`src/pkg/env_sensor_map.svh`:
```
`ifndef ENV_SENSOR_MAP_SVH
`define ENV_SENSOR_MAP_SVH

// ---------------------------------------------------------------
// Register offsets
// ---------------------------------------------------------------
`define MEAS_STATUS_ADDR    8'h1d
`define PRESS_HIGH_ADDR     8'h1f
`define PRESS_MID_ADDR      8'h20
`define PRESS_LOW_ADDR      8'h21
`define TEMP_HIGH_ADDR      8'h22
`define TEMP_MID_ADDR       8'h23
`define TEMP_LOW_ADDR       8'h24
`define HUM_HIGH_ADDR       8'h25
`define HUM_LOW_ADDR        8'h26
`define GAS_HIGH_ADDR       8'h2a
`define GAS_LOW_ADDR        8'h2b
`define GAS_CTRL_ADDR       8'h71

// ---------------------------------------------------------------
// Field positions
// ---------------------------------------------------------------
`define NEW_DATA_BIT        7
`define GAS_MEASURING_BIT   6
`define MEASURING_BIT       5
`define GAS_VALID_BIT       5
`define HEAT_STAB_BIT       4
`define RUN_GAS_BIT         4

// ---------------------------------------------------------------
// Limits, reset values and shadow width
// ---------------------------------------------------------------
`define MAX_PROFILE         4'h9
`define RESULT_RESET        8'h00
`define PROFILE_RESET       4'h0
`define SHADOW_WIDTH        84

`endif

```
`src/pkg/env_sensor_pkg.sv`:
```
package env_sensor_pkg;

    // Register byte and address types
    typedef logic [7:0]  reg_byte_t;
    typedef logic [7:0]  reg_addr_t;

    // Raw result and setting types
    typedef logic [19:0] raw20_t;
    typedef logic [15:0] raw16_t;
    typedef logic [9:0]  raw10_t;
    typedef logic [3:0]  nibble_t;
    typedef logic [2:0]  osrs_t;

endpackage

```
`src/busy_flag.sv`:
```
`timescale 1ns/100ps

module busy_flag (
    // Clock and reset
    input  wire logic clk_in,
    input  wire logic sys_rst_in,
    // Activity and transfer events
    input  wire logic active_in,
    input  wire logic done_in,
    // Flag
    output logic      flag_out
);

    // ---------------------------------------------------------------
    // Flag storage
    // ---------------------------------------------------------------
    logic flag_reg;   // Current flag
    logic flag_next;  // Next flag

    // Held while running, dropped at transfer
    assign flag_next = active_in | (flag_reg & ~done_in);
    assign flag_out  = flag_reg;

    // Flag register
    always_ff @(posedge clk_in) begin
        if (sys_rst_in) begin
            flag_reg <= 1'b0;
        end else begin
            flag_reg <= flag_next;
        end
    end

endmodule

```
`src/result_shadow.sv`:
```
`timescale 1ns/100ps

module result_shadow #(
    parameter int WIDTH = 84
) (
    // Clock and reset
    input  wire logic             clk_in,
    input  wire logic             sys_rst_in,
    // Live side
    input  wire logic             load_in,
    input  wire logic [WIDTH-1:0] data_in,
    // Read side
    input  wire logic             hold_in,
    output logic      [WIDTH-1:0] data_out
);

    // ---------------------------------------------------------------
    // Live and shadow copies
    // ---------------------------------------------------------------
    logic [WIDTH-1:0] live_reg;    // Latest results
    logic [WIDTH-1:0] shadow_reg;  // Copy seen by reads

    assign data_out = shadow_reg;

    // Live copy takes results at end of cycle
    always_ff @(posedge clk_in) begin
        if (sys_rst_in) begin
            live_reg <= '0;
        end else if (load_in) begin
            live_reg <= data_in;
        end
    end

    // Shadow frozen during a read burst
    always_ff @(posedge clk_in) begin
        if (sys_rst_in) begin
            shadow_reg <= '0;
        end else if (!hold_in) begin
            shadow_reg <= live_reg;
        end
    end

endmodule

```
`src/env_sensor_result_status_regs.sv`:
```
// Operation
// Pressure split high, mid, upper nibble
// Temperature split high, mid, upper nibble
// Low nibble masked by oversampling resolution
// Humidity split high then low byte
// Gas resistance bits 9:2, then 1:0
// Gas range code in low bits
// Cycle end stores results, sets new-data
// Gas-measuring high only during gas conversion; code holds it until transfer
// Host leaves heater configuration alone while measuring
// Measuring high during any conversion
// Up to ten conversions, index 0-9
// Every cycle has a gas slot
// Gas-valid only for real conversions
// Heater stability bit in gas low byte
// Results shadowed against read overlap
// Profile selector picks set-point 0-9
// Result and status bytes are read-only
`timescale 1ns/100ps
`include "env_sensor_map.svh"

module env_sensor_result_status_regs (
    // Clock and reset
    input  wire logic                      clk_in,
    input  wire logic                      sys_rst_in,
    // Measurement engine: results at cycle end
    input  wire logic                      cycle_done_in,
    input  wire env_sensor_pkg::raw20_t    press_raw_in,
    input  wire env_sensor_pkg::raw20_t    temp_raw_in,
    input  wire env_sensor_pkg::raw16_t    hum_raw_in,
    input  wire env_sensor_pkg::raw10_t    gas_raw_in,
    input  wire env_sensor_pkg::nibble_t   gas_range_in,
    input  wire logic                      gas_real_in,
    input  wire logic                      heat_stable_in,
    input  wire env_sensor_pkg::nibble_t   gas_index_in,
    // Measurement engine: activity levels
    input  wire logic                      conv_active_in,
    input  wire logic                      gas_active_in,
    // Oversampling settings
    input  wire env_sensor_pkg::osrs_t     osrs_press_in,
    input  wire env_sensor_pkg::osrs_t     osrs_temp_in,
    // Host register port
    input  wire logic                      read_burst_in,
    input  wire logic                      rd_en_in,
    input  wire env_sensor_pkg::reg_addr_t rd_addr_in,
    input  wire logic                      wr_en_in,
    input  wire env_sensor_pkg::reg_addr_t wr_addr_in,
    input  wire env_sensor_pkg::reg_byte_t wr_data_in,
    output env_sensor_pkg::reg_byte_t      rd_data_out,
    output logic                           rd_valid_out,
    // Gas control to the engine
    output env_sensor_pkg::nibble_t        heater_profile_select_out,
    output logic                           run_gas_out,
    // Status to the engine
    output logic                           measuring_out,
    output logic                           new_data_out
);

    import env_sensor_pkg::*;

    // ---------------------------------------------------------------
    // Helper functions
    // ---------------------------------------------------------------

    // Meaningful low-nibble bits for an oversampling code
    function automatic nibble_t xlsb_mask(input osrs_t osrs);
        nibble_t m;
        m = 4'h0;
        case (osrs)
            3'h0, 3'h1: m = 4'h0;  // 16 bits
            3'h2:       m = 4'h8;  // 17 bits
            3'h3:       m = 4'hc;  // 18 bits
            3'h4:       m = 4'he;  // 19 bits
            default:    m = 4'hf;  // 20 bits
        endcase
        return m;
    endfunction

    // Clamp a conversion number to the last set-point
    function automatic nibble_t clamp_index(input nibble_t idx);
        return (idx > `MAX_PROFILE) ? `MAX_PROFILE : idx;
    endfunction

    // ---------------------------------------------------------------
    // Result assembly
    // ---------------------------------------------------------------
    nibble_t          press_low_nib;   // Pressure bits 3:0 masked
    nibble_t          temp_low_nib;    // Temperature bits 3:0 masked
    reg_byte_t        press_hi_b;      // Pressure high byte
    reg_byte_t        press_mid_b;     // Pressure mid byte
    reg_byte_t        press_lo_b;      // Pressure low nibble byte
    reg_byte_t        temp_hi_b;       // Temperature high byte
    reg_byte_t        temp_mid_b;      // Temperature mid byte
    reg_byte_t        temp_lo_b;       // Temperature low nibble byte
    reg_byte_t        hum_hi_b;        // Humidity high byte
    reg_byte_t        hum_lo_b;        // Humidity low byte
    reg_byte_t        gas_hi_b;        // Gas resistance high byte
    reg_byte_t        gas_lo_b;        // Gas low bits and flags
    logic             gas_valid_bit;   // Real conversion marker
    nibble_t          index_live;      // Clamped conversion index
    logic             run_gas_reg;     // Gas conversions enabled
    logic [`SHADOW_WIDTH-1:0] live_vec;   // Packed live results
    logic [`SHADOW_WIDTH-1:0] shadow_vec; // Packed shadow results

    // resolution mask applied
    assign press_low_nib = press_raw_in[3:0] & xlsb_mask(osrs_press_in);
    assign temp_low_nib  = temp_raw_in[3:0] & xlsb_mask(osrs_temp_in);

    // pressure byte split
    assign press_hi_b  = press_raw_in[19:12];
    assign press_mid_b = press_raw_in[11:4];
    assign press_lo_b  = {press_low_nib, 4'h0};

    // temperature byte split
    assign temp_hi_b  = temp_raw_in[19:12];
    assign temp_mid_b = temp_raw_in[11:4];
    assign temp_lo_b  = {temp_low_nib, 4'h0};

    // humidity byte split
    assign hum_hi_b = hum_raw_in[15:8];
    assign hum_lo_b = hum_raw_in[7:0];

    // Gas disabled turns every slot into a dummy
    // dummy slot when gas disabled
    // valid only for real conversion
    assign gas_valid_bit = gas_real_in & run_gas_reg;

    // gas resistance split
    assign gas_hi_b = gas_raw_in[9:2];

    // range code low bits
    // heater stability bit
    assign gas_lo_b = {gas_raw_in[1:0], gas_valid_bit,
                       heat_stable_in, gas_range_in};

    // Out-of-range indices would name a missing set-point
    // index limited to 0-9
    assign index_live = clamp_index(gas_index_in);

    // Index travels with the results it describes
    // Packed in read order, index in the low nibble
    assign live_vec = {press_hi_b, press_mid_b, press_lo_b,
                       temp_hi_b, temp_mid_b, temp_lo_b,
                       hum_hi_b, hum_lo_b,
                       gas_hi_b, gas_lo_b, index_live};

    // ---------------------------------------------------------------
    // Result storage and shadow
    // ---------------------------------------------------------------

    // Reads see the shadow, never the live copy
    // results stored at cycle end
    // shadow held during read burst
    result_shadow #(
        .WIDTH    (`SHADOW_WIDTH)
    ) u_shadow (
        .clk_in     (clk_in),
        .sys_rst_in (sys_rst_in),
        .load_in    (cycle_done_in),
        .data_in    (live_vec),
        .hold_in    (read_burst_in),
        .data_out   (shadow_vec)
    );

    // ---------------------------------------------------------------
    // Status flags
    // ---------------------------------------------------------------
    logic measuring_flag;   // Any conversion running
    logic gas_meas_flag;    // Gas conversion running
    logic new_data_reg;     // New results waiting
    logic new_data_next;    // Next new-data value
    logic status_read;      // Host reads status byte

    // measuring until transfer
    busy_flag u_measuring (
        .clk_in     (clk_in),
        .sys_rst_in (sys_rst_in),
        .active_in  (conv_active_in),
        .done_in    (cycle_done_in),
        .flag_out   (measuring_flag)
    );

    // gas measuring until transfer
    busy_flag u_gas_measuring (
        .clk_in     (clk_in),
        .sys_rst_in (sys_rst_in),
        .active_in  (gas_active_in),
        .done_in    (cycle_done_in),
        .flag_out   (gas_meas_flag)
    );

    // Only a read of the status byte itself counts
    // Status byte read ends a new-data period
    assign status_read = rd_en_in & (rd_addr_in == `MEAS_STATUS_ADDR);

    // Status read returns the value before the clear
    // new-data set, set beats clear
    assign new_data_next = cycle_done_in | (new_data_reg & ~status_read);

    // New-data register
    always_ff @(posedge clk_in) begin
        if (sys_rst_in) begin
            new_data_reg <= 1'b0;
        end else begin
            new_data_reg <= new_data_next;
        end
    end

    // ---------------------------------------------------------------
    // Gas control register
    // ---------------------------------------------------------------
    nibble_t profile_reg;    // Selected heater set-point
    nibble_t profile_next;   // Next set-point
    logic    run_gas_next;   // Next enable
    logic    ctrl_write;     // Host writes gas control

    // Only the gas control byte accepts writes
    assign ctrl_write = wr_en_in & (wr_addr_in == `GAS_CTRL_ADDR);

    // selector limited to 0-9
    assign profile_next = ctrl_write ? clamp_index(wr_data_in[3:0])
                                     : profile_reg;
    assign run_gas_next = ctrl_write ? wr_data_in[`RUN_GAS_BIT]
                                     : run_gas_reg;

    // Gas control registers
    always_ff @(posedge clk_in) begin
        if (sys_rst_in) begin
            profile_reg <= `PROFILE_RESET;
            run_gas_reg <= 1'b0;
        end else begin
            profile_reg <= profile_next;
            run_gas_reg <= run_gas_next;
        end
    end

    // ---------------------------------------------------------------
    // Read decode
    // ---------------------------------------------------------------
    reg_byte_t status_b;   // Status byte image
    reg_byte_t ctrl_b;     // Gas control byte image
    reg_byte_t rd_mux;     // Selected byte

    // Status: new-data, gas busy, busy, index
    assign status_b = {new_data_reg, gas_meas_flag, measuring_flag,
                       1'b0, shadow_vec[3:0]};
    // Gas control reads back as stored, clamped
    assign ctrl_b   = {3'h0, run_gas_reg, profile_reg};

    // results only readable, unmapped reads zero
    assign rd_mux =
        (rd_addr_in == `MEAS_STATUS_ADDR) ? status_b :
        (rd_addr_in == `PRESS_HIGH_ADDR)  ? shadow_vec[83:76] :
        (rd_addr_in == `PRESS_MID_ADDR)   ? shadow_vec[75:68] :
        (rd_addr_in == `PRESS_LOW_ADDR)   ? shadow_vec[67:60] :
        (rd_addr_in == `TEMP_HIGH_ADDR)   ? shadow_vec[59:52] :
        (rd_addr_in == `TEMP_MID_ADDR)    ? shadow_vec[51:44] :
        (rd_addr_in == `TEMP_LOW_ADDR)    ? shadow_vec[43:36] :
        (rd_addr_in == `HUM_HIGH_ADDR)    ? shadow_vec[35:28] :
        (rd_addr_in == `HUM_LOW_ADDR)     ? shadow_vec[27:20] :
        (rd_addr_in == `GAS_HIGH_ADDR)    ? shadow_vec[19:12] :
        (rd_addr_in == `GAS_LOW_ADDR)     ? shadow_vec[11:4]  :
        (rd_addr_in == `GAS_CTRL_ADDR)    ? ctrl_b :
                                            `RESULT_RESET;

    // ---------------------------------------------------------------
    // Output registers
    // ---------------------------------------------------------------
    reg_byte_t rd_data_reg;    // Read data
    logic      rd_valid_reg;   // Read answer strobe
    logic      measuring_reg;  // Busy copy to engine
    logic      new_data_oreg;  // New-data copy

    // Read data holds between reads for a slow host
    // Read answer one cycle after request
    always_ff @(posedge clk_in) begin
        if (sys_rst_in) begin
            rd_data_reg  <= `RESULT_RESET;
            rd_valid_reg <= 1'b0;
        end else begin
            rd_data_reg  <= rd_en_in ? rd_mux : rd_data_reg;
            rd_valid_reg <= rd_en_in;
        end
    end

    // Status copies for the engine
    always_ff @(posedge clk_in) begin
        if (sys_rst_in) begin
            measuring_reg <= 1'b0;
            new_data_oreg <= 1'b0;
        end else begin
            measuring_reg <= measuring_flag;
            new_data_oreg <= new_data_reg;
        end
    end

    // Port drive
    assign rd_data_out               = rd_data_reg;
    assign rd_valid_out              = rd_valid_reg;
    assign heater_profile_select_out = profile_reg;
    assign run_gas_out               = run_gas_reg;
    assign measuring_out             = measuring_reg;
    assign new_data_out              = new_data_oreg;

endmodule

```
`config.mk`:
```
export PLATFORM = sky130hd
export DESIGN_NAME = env_sensor_result_status_regs
export DESIGN_NICKNAME = d
export VERILOG_FILES = /design/src/pkg/env_sensor_pkg.sv /design/src/busy_flag.sv /design/src/result_shadow.sv /design/src/env_sensor_result_status_regs.sv
export VERILOG_INCLUDE_DIRS = /design/src /design/src/pkg
export SDC_FILE = /design/constraint.sdc
export NUM_CORES = 1
export LEC_CHECK = 0
export BUFFER_PORTS_ARGS = -buffer_cell sky130_fd_sc_hd__buf_2
export CORE_ASPECT_RATIO = 2
export CORE_MARGIN = 8
export CORE_UTILIZATION = 30
export DETAILED_ROUTE_END_ITERATION = 10
export PLACE_DENSITY = 0.48
export SYNTH_ARGS = -nofsm -noshare
export SYNTH_HDL_FRONTEND = slang
export SYNTH_SLANG_ARGS = --single-unit
```
`constraint.sdc`:
```
create_clock -name clk_in -period 2.5 [get_ports clk_in]
set_input_delay 0.375 -clock clk_in [delete_from_list [all_inputs] [get_ports clk_in]]
set_output_delay 0.375 -clock clk_in [all_outputs]
set_load 0.005 [all_outputs]
```
==> flow_summary_export.csv <==
group,metric,value,unit
detailed_routing,routed_wl,19.46,mm
global_routing,grt_first_pass_wirelength,30.91,mm
detailed_routing,initialDrtViolationCount,325,
outcome,outcome,"completed",
worst_setup_path,crit_path_end_kind,"flop",
synth,synth_cell_types,55,
worst_setup_path,start_kind,"input port",
global_routing,overflow,0,
synth,synth_area,7117,um^2
clock_network,cts_buffers,17,
floorplanning,core_area,23620,um^2
worst_setup_path,slowest_stage,"nor4b_1",
worst_setup_path,critPathMaxFanout,5,
detailed_routing,via_count,5542,
floorplanning,die_h,233.8,um
worst_setup_path,crit_type,"in -> reg",
synth,synth_flop_cell,"dfxtp_1",
sta,rsz0062_at_grt,"no",
cells_and_area,area_growth_syn_to_layout,20.76,%
synth,syn-instance-count,755,
global_routing,grt_max_degree,87,
floorplanning,dieWidth,124.9,um
clock_network,cts_tree,"built",
worst_setup_path,slowest_delay,0.76,ns
clock_network,hold_buffers,0,
detailed_routing,drcViolationCount,0,
synth,synth_seq_area_share,48.10,%
cells_and_area,final_core_util,36.38,%
global_routing,grt_pass1_vias,5553,
floorplanning,dieArea,29210,um^2
pwr,p_per_area,688.0,nW/um^2
global_routing,grt_antenna_before_repair,3,
clock_network,clk-insertion-delay-late,0.43,ns
clock_network,clk_pin_slew_worst_paths,0.06,ns
floorplanning,rows,80,
clock_network,post_cts.repair.setup_buffers,0,
clock_network,cts_resized,0,
detailed_routing,vias_per_cell,4.782,
global_routing,grt_use_total,13.54,%
placed_design,gp_congestion,0.8147,
synth,yosys_warnings,0,
sta,fin_tns_setup,0,ns
detailed_routing,final_antenna_net_count,0,
sta,setup_viol,0,
detailed_routing,wl_per_cell,16.79,um
cells_and_area,fin_cells,1159,
sta,fin_skew,0.007382,ns
floorplanning,ioPinCount,130,
run,cap_violations,0,
floorplanning,start_util,30.13,%
sta,slew_headroom,42.45,%
clock_network,cts_root_buf,"clkbuf_16",
sta,max_freq,588.2,MHz
clock_network,cts_sinks,171,
hold_path,hold_path_class,"in -> reg",
cells_and_area,drive_gt1_share,20.90,%
synth,synth_edf_count,0,
synth,syn_nets,869,
detailed_routing,firstDrtPassIters,4,
placed_design,portBuffers,126,
worst_setup_path,path_cells,"buf_2, nand4b_1, nor4b_1, a22o_1, o221ai_1, o21ai_0",
sta,slew_violations,0,
clock_network,cts_htree_levels,4,
synth,ys_ff_latch,171,
synth,async_flop_share,0,%
placed_design,dpl.hpwl,14.29,mm
cells_and_area,nFillCells,2460,
clock_network,clockBufferDepth,2,
sta,fin_crit_sh,68.00,%
cells_and_area,nets,973,
synth,syn_avg_cell_area,9.426,um^2
pwr,irDropWorstVdd,328.9,uV
sta,finalWorstPathRequiredPeriod,1.700,ns
placed_design,dp.cells,1127,
pwr,leakagePower,3.797,nW
sta,tightest_slew,0.8513,ns
sta,hold_violations,0,
worst_setup_path,required,2.85,ns
worst_setup_path,cp.arrival,2.05,ns
==> cell families after synthesis <==
group / share of synthesized area (%)
mux: 21.48
buf+inv: 3.393
compound gates: 10.20
flops: 48.10
simple gates: 16.82
==> layer usage <==
layer  track usage (%)  routed length (um)  share of wire, %
met1             16.16                8739                45
met2             22.65                9456                49
met3             3.849                 920               4.7
met4             5.056                 320               1.6
met5                 0                  26              0.13
==> cell usage after synthesis (5+ instances only) <==
cell	n	area share [%]
clkbuf_1	37	2.0
nand3_1	11	0.77
buf_1	8	0.42
o221ai_1	5	0.62
nand2_1	44	2.3
a22o_1	5	0.62
a21oi_1	33	2.3
nor2b_1	17	1.5
nand2b_1	8	0.70
buf_2	7	0.49
dfxtp_1	171	48
o21ai_0	21	1.5
nor2_1	154	8.1
o22ai_1	5	0.44
inv_1	8	0.42
mux2i_1	146	21
a22oi_1	7	0.74
nand4_1	5	0.44
==> path summary, 6_finish.rpt <==
| check | start | end | slack, ns | cells after the start |
|---|---|---|---|---|
| min | conv_active_in | u_measuring.flag_out$_SDFF_PP0_ | 0.17 | 3 |
| max | rd_addr_in[7] | rd_data_out[0]$_SDFFE_PP0P_ | 0.80 | 6 |
| max reg2reg | u_shadow.data_out[25]$_SDFFE_PP0N_ | rd_data_out[5]$_SDFFE_PP0P_ | 0.82 | 5 |
| min reg2reg | u_shadow.live_reg[64]$_SDFFE_PP0P_ | u_shadow.live_reg[64]$_SDFFE_PP0P_ | 0.46 | 2 |
==> area by class of cell <==
cell class / count / area [um^2] / area share [%]
antenna: 1 / 2.502 / 0.02912
clock buffer: 18 / 429.2 / 4.993
clock inverter: 13 / 120.1 / 1.398
inverter: 8 / 30.03 / 0.3494
multi-input combinational: 523 / 3452 / 40.17
sequential: 171 / 3423 / 39.83
tap: 287 / 359.1 / 4.178
timing repair buffer: 138 / 778.2 / 9.055
==> cell usage in the layout (no fill, tap or decap), types with 5 or more instances in the layout <==
cell type  netlist  final
nand3_1         11     11
clkbuf_16        0     17
nor2_1         154    154
nand2_1         44     44
o221ai_1         5      5
a21oi_1         33     33
dfxtp_1        171    171
nand4_1          5      5
a22o_1           5      5
a22oi_1          7      7
buf_2            7    123
nor2b_1         17     17
o21ai_0         21     21
nand2b_1         8      8
o22ai_1          5      5
mux2i_1        146    146
inv_1            8      8
buf_4            1     11
==> worst max-delay path, delay by kind of cell <==
| kind | cells | cell delay (ns) |
|---|---|---|
| buf+inv | 1 | 0.12 |
| simple gates | 2 | 0.95 |
| compound gates | 3 | 0.60 |
==> where the power goes <==
part	switching [W]	internal (W)	leakage (nW)
sequential	0.0000716	0.00284	1.40
clock	0.00109	0.00137	0.263
combinational	0.000285	0.000249	2.14
total	0.00145	0.00446	3.80
==> stage by stage <==
stage / instance area [um^2] / total power, W / hold slack (ns) / setup WS [ns]
floorplan: 7117 / 0.003299 / 0.4404 / 0.7622
global placement: 8043 / 0.003506 / 0.4519 / 0.4132
detailed placement: 8043 / 0.003517 / 0.4564 / 0.3772
CTS: 8592 / 0.006003 / 0.1531 / 0.7690
global route: 8592 / 0.006174 / 0.1759 / 0.6496
finish: 8594 / 0.005913 / 0.1720 / 0.8000
Note: power is estimated with default switching activity, not from simulation.
